==> config.mk <==
export PLATFORM = sky130hd
export DESIGN_NAME = nvpc_ctrl
export DESIGN_NICKNAME = d
export VERILOG_FILES = /design/src/verilog/nvpc_pkg.sv /design/src/verilog/nvpc_ctrl.sv /design/src/verilog/nvpc_gate.sv
export VERILOG_INCLUDE_DIRS = /design/src /design/src/verilog
export SDC_FILE = /design/constraint.sdc
export NUM_CORES = 1
export LEC_CHECK = 0
export BUFFER_PORTS_ARGS = -buffer_cell sky130_fd_sc_hd__buf_2
export CELL_PAD_IN_SITES_DETAIL_PLACEMENT = 0
export CELL_PAD_IN_SITES_GLOBAL_PLACEMENT = 1
export CORE_MARGIN = 2
export CORE_UTILIZATION = 40
export DETAILED_ROUTE_END_ITERATION = 12
export GPL_TIMING_DRIVEN = 0
export PLACE_DENSITY = 0.82
export SLEW_MARGIN = 20
export SYNTH_ARGS = -nofsm -noshare
export SYNTH_HDL_FRONTEND = slang
export SYNTH_HIERARCHICAL = 1
export SYNTH_SLANG_ARGS = --single-unit
==> constraint.sdc <==
create_clock -name clock -period 2.2 [get_ports clock]
set_input_delay 0.55 -clock clock [delete_from_list [all_inputs] [get_ports clock]]
set_output_delay 0.55 -clock clock [all_outputs]
set_load 0.1 [all_outputs]
==> src/verilog/nvpc_cfg.svh <==
// Purpose: named constants for the nonvolatile page program/erase control block
// Assumes: byte-wide register port with 8-bit addresses
// Notes: definitions only
`ifndef NVPC_CFG_SVH
`define NVPC_CFG_SVH

`define NVPC_ADDR_CTRL0 8'h98
`define NVPC_ADDR_PAGE_CFG 8'h99
`define NVPC_ADDR_KEY 8'h9A
`define NVPC_CUSTOMER_KEY 8'hB7
`define NVPC_KEY_RESET 8'h00
`define NVPC_PAGE_CFG_RESET 8'h00
`define NVPC_FIRST_OPEN_PAGE 3'h2
`define NVPC_BIT_ERASE_SCOPE 7
`define NVPC_BIT_PROG_SCOPE 3
`define NVPC_BIT_UNLOCK 4
`define NVPC_BIT_PROG_TRIG 2
`define NVPC_BIT_ERASE_TRIG 1
`define NVPC_BIT_BUSY 3
`define NVPC_ERASE_PAGE_HI 6
`define NVPC_ERASE_PAGE_LO 4
`define NVPC_PROG_PAGE_HI 2
`define NVPC_PROG_PAGE_LO 0
`define NVPC_OP_CYCLES 16'h0010

`endif

==> src/verilog/nvpc_pkg.sv <==
// Purpose: types shared by the nonvolatile page program/erase control block
// Assumes: nothing beyond the cfg header
// Notes: state encoding only
package nvpc_pkg;
	typedef enum logic [1:0]
	{
		NVPC_IDLE = 2'h0,
		NVPC_PROGRAM = 2'h1,
		NVPC_ERASE = 2'h2
	} nvpc_state_t;
endpackage

==> src/verilog/nvpc_ctrl.sv <==
// Purpose: program/erase control registers and sequencer for the nonvolatile array
// Assumes: byte register port driven by the host bridge on this clock, one access per cycle
// Notes: array side is a simple one-cycle start with busy timing kept here
// Behaviour
// - erase scope bit: 0 whole chip, 1 one selected page
// - 3-bit erase page selector, reset zero, names page 0..7
// - program scope bit: 0 whole chip, 1 one selected page
// - 3-bit program page selector, reset zero, names page 0..7
// - program/erase allowed only with customer key in key register
// - pages 0 and 1 reserved; customer key cannot select them in page scope, but whole-chip ops still go
// - key register 8-bit read-write, clears to zero at reset
// - host loads data then sets program trigger; device programs it
// - host picks erase target then sets erase trigger; device erases
// - nonvolatile-backed registers refuse writes until unlock bit is one
`timescale 1ns/100ps
`include "nvpc_cfg.svh"
module nvpc_ctrl
	import nvpc_pkg::*;
(
	input wire logic clock,
	input wire logic rst,
	input wire logic reg_wr,
	input wire logic [7:0] reg_addr,
	input wire logic [7:0] reg_wdata,
	output logic [7:0] reg_rdata,
	output logic nvm_reg_write_unlock,
	output logic nvm_array_start,
	output logic nvm_array_erase,
	output logic nvm_array_page_scope,
	output logic [2:0] nvm_array_page,
	output logic nvm_busy
);
	logic [7:0] page_cfg_r;
	logic [7:0] page_cfg_nxt;
	logic [7:0] key_r;
	logic [7:0] key_nxt;
	logic unlock_r;
	logic unlock_nxt;
	logic prog_allowed;
	logic erase_allowed;
	logic prog_req;
	logic erase_req;
	nvpc_state_t state_r;
	nvpc_state_t state_nxt;
	logic [15:0] cnt_r;
	logic [15:0] cnt_nxt;
	logic start_r;
	logic start_nxt;
	logic erase_r;
	logic erase_nxt;
	logic scope_r;
	logic scope_nxt;
	logic [2:0] page_r;
	logic [2:0] page_nxt;
	logic [7:0] rdata_r;
	logic [7:0] rdata_nxt;

	// scope and page fields of the config byte
	logic erase_scope_select;
	logic [2:0] erase_page_select;
	logic program_scope_select;
	logic [2:0] program_page_select;
	assign erase_scope_select = page_cfg_r[`NVPC_BIT_ERASE_SCOPE];
	assign erase_page_select = page_cfg_r[`NVPC_ERASE_PAGE_HI:`NVPC_ERASE_PAGE_LO];
	assign program_scope_select = page_cfg_r[`NVPC_BIT_PROG_SCOPE];
	assign program_page_select = page_cfg_r[`NVPC_PROG_PAGE_HI:`NVPC_PROG_PAGE_LO];

	// same check for both kinds of request, each on its own page field
	nvpc_gate u_gate_prog
	(
		.key(key_r),
		.page_scope(program_scope_select),
		.page(program_page_select),
		.allowed(prog_allowed)
	);
	nvpc_gate u_gate_erase
	(
		.key(key_r),
		.page_scope(erase_scope_select),
		.page(erase_page_select),
		.allowed(erase_allowed)
	);

	// triggers are self-clearing: they are seen only in the write cycle
	always_comb
	begin
		prog_req = reg_wr && (reg_addr == `NVPC_ADDR_CTRL0) && reg_wdata[`NVPC_BIT_PROG_TRIG];
		erase_req = reg_wr && (reg_addr == `NVPC_ADDR_CTRL0) && reg_wdata[`NVPC_BIT_ERASE_TRIG];
	end

	// register writes; config byte is array-backed so it waits for unlock
	always_comb
	begin
		page_cfg_nxt = page_cfg_r;
		key_nxt = key_r;
		unlock_nxt = unlock_r;
		if (reg_wr)
		begin
			unique case (reg_addr)
				`NVPC_ADDR_CTRL0:
				begin
					unlock_nxt = reg_wdata[`NVPC_BIT_UNLOCK];
				end
				`NVPC_ADDR_PAGE_CFG:
				begin
					// changing the target mid-operation would corrupt it, so hold while busy
					if (unlock_r && (state_r == NVPC_IDLE))
					begin
						page_cfg_nxt = reg_wdata;
					end
				end
				`NVPC_ADDR_KEY:
				begin
					key_nxt = reg_wdata;
				end
				default:
				begin
					page_cfg_nxt = page_cfg_r;
				end
			endcase
		end
	end

	always_ff @(posedge clock or posedge rst)
	begin
		if (rst)
		begin
			page_cfg_r <= `NVPC_PAGE_CFG_RESET;
			key_r <= `NVPC_KEY_RESET;
			unlock_r <= 1'b0;
		end
		else
		begin
			page_cfg_r <= page_cfg_nxt;
			key_r <= key_nxt;
			unlock_r <= unlock_nxt;
		end
	end

	// sequencer: accepted request starts the array and holds busy for the op time
	always_comb
	begin
		state_nxt = state_r;
		cnt_nxt = cnt_r;
		start_nxt = 1'b0;
		erase_nxt = erase_r;
		scope_nxt = scope_r;
		page_nxt = page_r;
		unique case (state_r)
			NVPC_IDLE:
			begin
				// an allowed program wins if both triggers land together; refused ones just vanish
				if (prog_req && prog_allowed)
				begin
					state_nxt = NVPC_PROGRAM;
					start_nxt = 1'b1;
					erase_nxt = 1'b0;
					scope_nxt = program_scope_select;
					page_nxt = program_page_select;
					cnt_nxt = `NVPC_OP_CYCLES;
				end
				else if (erase_req && erase_allowed)
				begin
					state_nxt = NVPC_ERASE;
					start_nxt = 1'b1;
					erase_nxt = 1'b1;
					scope_nxt = erase_scope_select;
					page_nxt = erase_page_select;
					cnt_nxt = `NVPC_OP_CYCLES;
				end
			end
			NVPC_PROGRAM, NVPC_ERASE:
			begin
				cnt_nxt = cnt_r - 16'h0001;
				if (cnt_r == 16'h0001)
				begin
					state_nxt = NVPC_IDLE;
				end
			end
			default:
			begin
				state_nxt = NVPC_IDLE;
			end
		endcase
	end

	always_ff @(posedge clock or posedge rst)
	begin
		if (rst)
		begin
			state_r <= NVPC_IDLE;
			cnt_r <= 16'h0000;
			start_r <= 1'b0;
			erase_r <= 1'b0;
			scope_r <= 1'b0;
			page_r <= 3'h0;
		end
		else
		begin
			state_r <= state_nxt;
			cnt_r <= cnt_nxt;
			start_r <= start_nxt;
			erase_r <= erase_nxt;
			scope_r <= scope_nxt;
			page_r <= page_nxt;
		end
	end

	// registered read data; triggers read back as zero, busy shows in bit 3
	always_comb
	begin
		unique case (reg_addr)
			`NVPC_ADDR_CTRL0:
			begin
				rdata_nxt = 8'h00;
				rdata_nxt[`NVPC_BIT_UNLOCK] = unlock_r;
				rdata_nxt[`NVPC_BIT_BUSY] = (state_r != NVPC_IDLE);
			end
			`NVPC_ADDR_PAGE_CFG:
			begin
				rdata_nxt = page_cfg_r;
			end
			`NVPC_ADDR_KEY:
			begin
				rdata_nxt = key_r;
			end
			default:
			begin
				rdata_nxt = 8'h00;
			end
		endcase
	end

	always_ff @(posedge clock or posedge rst)
	begin
		if (rst)
		begin
			rdata_r <= 8'h00;
		end
		else
		begin
			rdata_r <= rdata_nxt;
		end
	end

	assign reg_rdata = rdata_r;
	assign nvm_reg_write_unlock = unlock_r;
	assign nvm_array_start = start_r;
	assign nvm_array_erase = erase_r;
	assign nvm_array_page_scope = scope_r;
	assign nvm_array_page = page_r;
	assign nvm_busy = (state_r != NVPC_IDLE);
endmodule

==> src/verilog/nvpc_gate.sv <==
// Purpose: decides whether a program or erase request may proceed
// Assumes: key and page come from registers on the same clock
// Notes: purely combinational
`timescale 1ns/100ps
`include "nvpc_cfg.svh"
module nvpc_gate
	import nvpc_pkg::*;
(
	input wire logic [7:0] key,
	input wire logic page_scope,
	input wire logic [2:0] page,
	output logic allowed
);
	// customer key required; reserved pages 0 and 1 closed to it in page scope only
	always_comb
	begin
		allowed = (key == `NVPC_CUSTOMER_KEY);
		if (page_scope && (page < `NVPC_FIRST_OPEN_PAGE))
		begin
			allowed = 1'b0;
		end
	end
endmodule

**Yosys cells after proc, flatten, opt, wreduce, memory -nomap -nowiden**

Index checks and enable logic that the tools add are counted.

- Bits in registers: 49
- Bits in latches: 0
- RAM bits: 0
- Bits in read-only memories: 0
- Input bits: 19
- Output and inout bits: 16
- Logic and storage cells: 60
- Memories kept: 0

- Add/subtract/negate cells: 1
- $mul: 0
- Divide/modulo/power cells: 0
- Order comparisons: 2
- Equality and inequality tests: 9
- Shift operators: 0
- Multiplexer cells: 19
- Bitwise gates (word level): 0
- Reduce and logical (&&, ||, !) cells: 19

Operators by type and width:

| operator | number |
|---|---|
| $eq 8x8->1 const B | 4 |
| $mux 16 | 2 |
| $pmux 16 s2 | 1 |
| $pmux 8 s3 | 1 |
| $eq 16x1->1 const B | 1 |
| $sub 16x1->16 const B | 1 |
| $reduce_and 2->1 | 5 |
| $mux 1 | 9 |
| $logic_and 1x1->1 | 8 |
| $lt 3x2->1 const B | 2 |
| $mux 2 | 3 |
| $mux 3 | 2 |
| $reduce_bool 2->1 | 3 |
| $pmux 2 s2 | 1 |
| $ne 3x1->1 const B | 1 |
| $reduce_and 3->1 | 1 |
| $eq 2x1->1 const B | 1 |
| $eq 2x2->1 const B | 1 |
| $logic_not 2->1 | 1 |
| $ne 2x2->1 const B | 1 |
| $reduce_or 2->1 | 1 |

**Longest topological paths before layout**

Gate-level depths: netlist of the first run.

- Word-level depth: 7
- Depth in mapped cells: 9
- Mapped depth without buffers: 7

**Cells and area by module**

Netlist of the first run, hierarchy kept.

By module, submodules not included:

| module | instances | cells an instance | area each (sq um) | seq. area each (sq um) |
|---|---|---|---|---|
| nvpc_ctrl | 1 | 214 | 2352.3 | 1226.2 |
| nvpc_gate | 2 | 4 | 28.8 | 0.0 |

**Worst setup path before layout of the first run**

No wires, ideal clock.

- Kind: register to register
- From: register key_r[6]
- To: register cnt_r[6]
- Setup time: 0.132 ns
- Arrival time: 2.080 ns
- Required time: 2.068 ns
- Path slack: -0.013 ns
- Stages on the path, launching flop included: 10
- Path buffers: 2
- Clock period less this slack: 2.213 ns
- Cell sequence: dfrtp_1 -> nand4b_1 -> a211oi_1 -> a22oi_1 -> or4_1 -> o22a_1 -> buf_2 -> buf_2 -> o21ai_0 -> o41ai_2

- Cells in the longest elaborated chain, start to end: 5
- Elaborated cells between the ends (all ways): 9
- Classes of those cells: eq/ne: 2; mux: 4; reduce/logical: 3

Ends and longest elaborated chain:

| element | line | RTL |
|---|---|---|
| from (decl) | nvpc_ctrl.sv:35 | `logic [7:0] key_r;` |
| from (signal assigned) | nvpc_ctrl.sv:129 | `` key_r <= `NVPC_KEY_RESET; `` |
| from (signal assigned) | nvpc_ctrl.sv:135 | `key_r <= key_nxt;` |
| $eq 8x8->1 (no line) | -- |  |
| $mux 1 | nvpc_gate.sv:18 | `` if (page_scope && (page < `NVPC_FIRST_OPEN_PAGE)) `` |
| net erase_allowed | nvpc_ctrl.sv:40 | `logic erase_allowed;` |
| $logic_and 1x1->1 | nvpc_ctrl.sv:162 | `else if (erase_req && erase_allowed)` |
| $ne 3x1->1 (no line) | -- |  |
| $reduce_and 2->1 (no line) | -- |  |
| to (signal assigned) | nvpc_ctrl.sv:201 | `cnt_r <= cnt_nxt;` |
| to (decl) | nvpc_ctrl.sv:45 | `logic [15:0] cnt_r;` |

The timed path passes the listed nets, and every way through them passes these cells.
A chain may end at the register's enable or synchronous reset.

**Worst setup path in the final report of the first run**

- From: register key_r[6]
- To: register cnt_r[13]

- Cells in the longest elaborated chain, start to end: 5
- Elaborated cells between the ends (all ways): 9
- Classes of those cells: eq/ne: 2; mux: 4; reduce/logical: 3

Ends and longest elaborated chain:

| element | line | RTL |
|---|---|---|
| $eq 8x8->1 (no line) (*) | -- |  |
| $mux 1 (*) | nvpc_gate.sv:18 |  |
| net prog_allowed | nvpc_ctrl.sv:39 | `logic prog_allowed;` |
| $logic_and 1x1->1 (*) | nvpc_ctrl.sv:153 | `if (prog_req && prog_allowed)` |
| $mux 16 / $ne 3x1->1 (equally long branches) | -- |  |
| $pmux 16 s2 / $reduce_and 2->1 (equally long branches) | -- |  |

The timed path passes the listed nets; every way through them passes the cells marked *.

==> flow_metrics.tcl, run 1 <==
set metrics [dict create \
    combPwrFrac_pct 5.1 \
    worstPathRequired_ns 2.41 \
    synthSimpleGateAreaFrac_pct 17.1 \
    antenna_cells 0 \
    place_ws_ns -0.385 \
    tns_ns -2.92 \
    fmax_mhz 405 \
    grt_antenna_before_repair 0 \
    clk_transition_reported_paths_ns 0.09 \
    layout-drive-gt1-share_pct 37.1 \
    num-fill-cells 549 \
    synth_cell_types 47 \
    rsz0062_at_grt "yes" \
    synth-compound-area-share_pct 16.3 \
    cp_data_arrival_time_ns 2.68 \
    num_rows 28 \
    crit_slowest_cell "dfrtp_1" \
    clkPwrFrac_pct 35.0 \
    p_seq_share_pct 59.9 \
    setup_ws_ns -0.268 \
    core_area_mm2 0.00589 \
    synth_top_family_by_area "simple AND/OR/NAND/NOR gates" \
    ant_nets 0 \
    synth_cells 222 \
    cts_hold_buf 0 \
    tightest_slew_ns 0.625 \
    max_stage_delay_ns 0.42 \
    synth_nets 245 \
    crit_type "reg -> reg" \
    power.internal_uw 1160 \
    gp_congestion 0.770 \
    clock_sinks 49 \
    synth_seq_area_share_pct 50.9 \
    start_util_pct 40.9 \
    drt-initial-drc-count 101 \
    setup_viol 16 \
    drt-total-wl_mm 5.37 \
    p_sw_share_pct 23.9 \
    cts_tree "built" \
    fp.dieW_um 81.6 \
    maxCapViolCount 0 \
    grt_first_pass_wirelength_mm 8.74 \
    p_leak_uw 0.00127 \
    powerDensity_mw_per_mm2 514 \
    synth_area_per_cell_um2 10.9 \
    status "finished, violations left" \
    final_nets 294 \
    ir_worst_vdd_uv 279 \
    power.total_uw 1530 \
    hold_class "in -> async" \
    failed_checks "setup timing" \
    routedWlPerCell_um 15.5 \
    vias 1948 \
    dieArea_mm2 0.00666 \
    synthMuxAreaShare_pct 10.4 \
    grt_max_degree 34 \
    portBuffers 34 \
    clk_latency_ns 0.30 \
    ys_ff_latch 49 \
    grt_pass1_vias 1801 \
    synthAdderAreaFrac_pct 2.08 \
    drtPass1Iterations 4 \
    p_switching_uw 366 \
    final_common_cell "dfrtp_1" \
    finalHoldViolations 0 \
    fin_crit_sh_pct 112 \
    cts_htree_levels 2 \
    cp_max_fo 5 \
    yosysWarnings 6 \
    slew_headroom_pct 58.0 \
    synth_area_mm2 0.00241 \
    end_kind "flip-flop" \
    dp_hpwl_mm 3.72 \
    fin_crit_ns 2.47 \
    start_kind "flip-flop" \
    drv_slew 0 \
    path_cells "nand4b_1 -> a211oi_2 -> a22oi_2 -> or4_1 -> o22a_1 -> or2_4 -> buf_6 -> o31ai_2" \
    cts_buffers 5 \
    grtUsageTotal_pct 17.0 \
    skew_ns 0.00587 \
    mostFrequentLayoutCells "49 x dfrtp_1, 35 x buf_2, 21 x nor2_1" \
    die_h_um 81.6 \
    vias_per_cell 5.61 \
    gr-total-overflow 0 \
    root_buffer "clkbuf_8" \
    ios 35 \
    cts_max_path_buffers 2 \
    synth_xor_area_share_pct 0 \
    area_delta_synth_final_pct 23.5 \
    drc 0 \
]
[through the flow]
step                      cells  utilization (%)  hold slack, ns  cell area [µm²]
after detailed placement    332             45.9           0.468             2700
after floorplan             222                -           0.438             2410
after global routing        347             50.6           0.253             2980
after global placement      331             45.5           0.459             2680
after CTS                   345             48.8           0.239             2870
final                       347             50.6           0.225             2980
[kinds of logic after synthesis]
kind of cell               count (synthesis)
muxes                                     23
AOI/OAI and AO/OA                         56
adders and majority gates                  4
and+or+nand+nor                           73
buffers and inverters                     17
DFF                                       49
[critical path, delay by kind of cell (launching register included)]
| family | cells | cell delay (ns) |
|---|---|---|
| AOI/OAI and AO/OA | 4 | 0.92 |
| buffers and inverters | 1 | 0.14 |
| DFF | 1 | 0.42 |
| and+or+nand+nor | 3 | 0.89 |
[cell type report]
cell class / instances / area (µm²) / area share [%]
flip-flops and latches: 49 / 1230 / 41.2
multi-input cells: 156 / 1210 / 40.7
repair buffers: 42 / 262 / 8.79
well taps: 75 / 93.8 / 3.15
clock buffers: 5 / 68.8 / 2.31
plain buffers: 9 / 62.6 / 2.10
inverters: 8 / 30.0 / 1.01
clock inverters: 3 / 21.3 / 0.715
[worst paths after layout]
kind	depth (start not counted)	startpoint	slack [ns]	endpoint
worst max-delay path	8	key_r[6]	-0.27	cnt_r[13]
worst min-delay path	2	rst	0.23	state_r[0]
worst max register to register	8	key_r[6]	-0.27	cnt_r[13]
worst min register to register	1	cnt_r[7]	0.50	cnt_r[7]
max in group asynchronous	3	rst	1.47	key_r[0]
min in group clock	2	reg_wdata[5]	0.49	key_r[5]
[flip-flops by register name, indices dropped and copies added, names as in the netlist]
register and flops:
nvm_reg_write_unlock 1, nvm_array_page 3, nvm_array_page_scope 1, reg_rdata 8
page_cfg_r 8, cnt_r 16, state_r 2, nvm_array_start 1
nvm_array_erase 1, key_r 8
[synthesized netlist by cell type (all sizes together)]
cell | instances | area share (%)
nor3 | 3 | 0.83
o41ai | 3 | 1.7
a21oi | 8 | 1.7
buf | 6 | 1.5
a211oi | 2 | 0.62
nand4b | 5 | 1.8
nand4bb | 1 | 0.47
o311ai | 1 | 0.36
or2 | 3 | 0.88
nand3b | 3 | 0.93
or4 | 2 | 0.62
nor2 | 22 | 3.5
or4b | 1 | 0.42
o211ai | 1 | 0.31
mux2i | 6 | 2.5
ha | 4 | 2.1
a22o | 1 | 0.36
nand4 | 3 | 0.78
nor3b | 1 | 0.52
nand3 | 7 | 1.5
or3b | 1 | 0.36
or3 | 2 | 0.73
o21a | 5 | 1.6
a22oi | 7 | 2.2
o31a | 3 | 1.1
nand2 | 11 | 1.7
clkbuf | 3 | 0.47
o21ai | 12 | 2.5
o22a | 1 | 0.36
nor2b | 3 | 0.78
o22ai | 1 | 0.26
nor4 | 1 | 0.26
inv | 8 | 1.2
dfrtp | 49 | 51
a31oi | 3 | 0.78
o32ai | 1 | 0.36
mux2 | 17 | 7.9
o31ai | 7 | 2.2
and2 | 4 | 1.0
[power groups by stage]
stage | Combinational (µW) | Sequential [µW] | Clock (µW)
2_1_floorplan | 32.7 | 939 | 0
3_3_place_gp | 70.2 | 935 | 0
3_5_place_dp | 75.9 | 935 | 0
4_1_cts | 78.1 | 917 | 550
5_1_grt | 86.3 | 919 | 590
6_report | 77.6 | 917 | 536
[routing by layer]
metal | GRT usage [%] | wire length (µm)
met5 | 0 | 0
met4 | 6.00 | 78
met3 | 3.74 | 235
met2 | 26.6 | 2570
met1 | 23.3 | 2490
[what timing repair did]
item                                    4_1_cts  5_1_grt
endpoints found under the setup margin       16       17
cloned                                        1        0
pin swaps                                     7        7
resized for setup                            15       23
buffers inserted                              4        2
Note: power is estimated with default switching activity, not from simulation.
==> run 2: changes to the inputs <==
CELL_PAD_IN_SITES_DETAIL_PLACEMENT = unset   (was 0)
CELL_PAD_IN_SITES_GLOBAL_PLACEMENT = unset   (was 1)
CORE_UTILIZATION = 50   (was 40)
PLACE_DENSITY = 0.81   (was 0.82)
==> flow_metrics.tcl, run 2 (synthesis results as in run 1) <==
set metrics [dict create \
    status "finished, violations left" \
    failed_checks "setup timing" \
    power.internal_uw 1310 \
    area_delta_synth_final_pct 26.7 \
    portBuffers 34 \
    dieArea_mm2 0.00539 \
    fp.dieW_um 73.4 \
    cp_max_fo 5 \
    largest_register_ffs 16 \
    p_switching_uw 333 \
    ios 35 \
    register_area_mm2 0.00123 \
    cts_tree "built" \
    cts_htree_levels 2 \
    fin_crit_ns 2.45 \
    clk_latency_ns 0.30 \
    tns_ns -2.68 \
    final_common_cell "dfrtp_1" \
    dp_hpwl_mm 3.61 \
    cts_buffers 5 \
    drc 0 \
    num_rows 25 \
    ant_nets 0 \
    combPwrFrac_pct 4.9 \
    p_leak_uw 0.00130 \
    vias 2030 \
    mostFrequentLayoutCells "49 x dfrtp_1, 35 x buf_2, 21 x nor2_1" \
    power.total_uw 1640 \
    gp_congestion 0.903 \
    multi_input_area_mm2 0.00125 \
    num-fill-cells 336 \
    cp_data_arrival_time_ns 2.66 \
    ir_worst_vdd_uv 328 \
    crit_type "reg -> reg" \
    grt_first_pass_wirelength_mm 8.75 \
    grt_max_degree 27 \
    antenna_cells 0 \
    drt-total-wl_mm 5.73 \
    final_nets 299 \
    die_h_um 73.4 \
    setup_ws_ns -0.253 \
    p_seq_share_pct 55.9 \
    p_sw_share_pct 20.2 \
    grt_antenna_before_repair 0 \
    vias_per_cell 6.13 \
    worstPathRequired_ns 2.40 \
    cts_max_path_buffers 2 \
    largest_register "cnt_r" \
    layout-drive-gt1-share_pct 38.6 \
    clock_sinks 49 \
    core_area_mm2 0.00469 \
    tightest_slew_ns 0.612 \
    powerDensity_mw_per_mm2 538 \
    fin_crit_sh_pct 111 \
    clkPwrFrac_pct 39.3 \
    start_util_pct 51.4 \
    maxCapViolCount 0 \
    start_kind "flip-flop" \
    clk_transition_reported_paths_ns 0.08 \
    utilization_pct 65.1 \
    rsz0062_at_grt "yes" \
    routedWlPerCell_um 17.3 \
    slew_headroom_pct 58.9 \
    cts_hold_buf 0 \
    skew_ns 0.00355 \
    drv_slew 0 \
    fmax_mhz 408 \
    setup_viol 16 \
    hold_class "in -> async" \
    gr-total-overflow 0 \
    root_buffer "clkbuf_8" \
    grtUsageTotal_pct 20.9 \
    finalHoldViolations 0 \
    drtPass1Iterations 4 \
    drt-initial-drc-count 117 \
    place_ws_ns -0.309 \
    end_kind "flip-flop" \
    grt_pass1_vias 1820 \
]
run 2: worst paths after layout:
| path | startpoint | end | slack, ns | cells past startpoint |
|---|---|---|---|---|
| worst max-delay path | key_r[3] | cnt_r[12] | -0.25 | 8 |
| worst min-delay path | rst | cnt_r[1] | 0.31 | 2 |
| worst max register to register | key_r[3] | cnt_r[12] | -0.25 | 8 |
| worst min register to register | cnt_r[7] | cnt_r[7] | 0.49 | 1 |
| max in group asynchronous | rst | page_cfg_r[6] | 1.37 | 3 |
| min in group clock | cnt_r[7] | cnt_r[7] | 0.49 | 1 |
run 2: area by class of cell:
type / count / area share [%]
buffer: 9 / 2.05
clock buffer: 7 / 2.83
clock inverter: 1 / 0.983
inverter: 8 / 0.983
multi-input combinational: 157 / 40.9
sequential: 49 / 40.1
tap: 54 / 2.21
timing repair buffer: 46 / 9.87
run 2: through the flow:
step | area (µm²) | instances | hold WS [ns]
after floorplan | 2410 | 222 | 0.438
after global placement | 2650 | 310 | 0.453
after global routing | 3050 | 331 | 0.355
after CTS | 2940 | 329 | 0.330
after detailed placement | 2680 | 311 | 0.471
final | 3050 | 331 | 0.311
run 2: power groups by stage:
stage / logic (µW) / registers (µW) / clock network (µW)
floorplan: 32.7 / 939 / 0
global placement: 68.5 / 935 / 0
detailed placement: 76.9 / 935 / 0
CTS: 80.1 / 917 / 661
global route: 87.8 / 919 / 697
finish: 80.1 / 918 / 645
run 2: metal layers:
| layer | up-vias | global-route usage [%] | share of wire [%] |
|---|---|---|---|
| met3 | 20 | 4.39 | 5.0 |
| met5 | - | 0 | 0 |
| met1 | 994 | 27.7 | 44 |
| li1 | 932 | - | - |
| met4 | 0 | 8.89 | 2.9 |
| met2 | 84 | 33.4 | 48 |
run 2: timing repair:
| action | CTS | global route |
|---|---|---|
| endpoints found under the setup margin | 16 | 21 |
| gates cloned | 1 | 1 |
| buffers inserted | 9 | 3 |
| gates resized for setup | 22 | 25 |
| pin swaps | 9 | 5 |
run 2: worst max-delay path: stages (launching register included):
cell,delay [ns]
dfrtp_1,0.41
nand4b_1,0.21
a211oi_2,0.30
a22oi_2,0.13
or4_1,0.41
o22a_2,0.24
or2_4,0.26
buf_6,0.14
o41ai_2,0.25
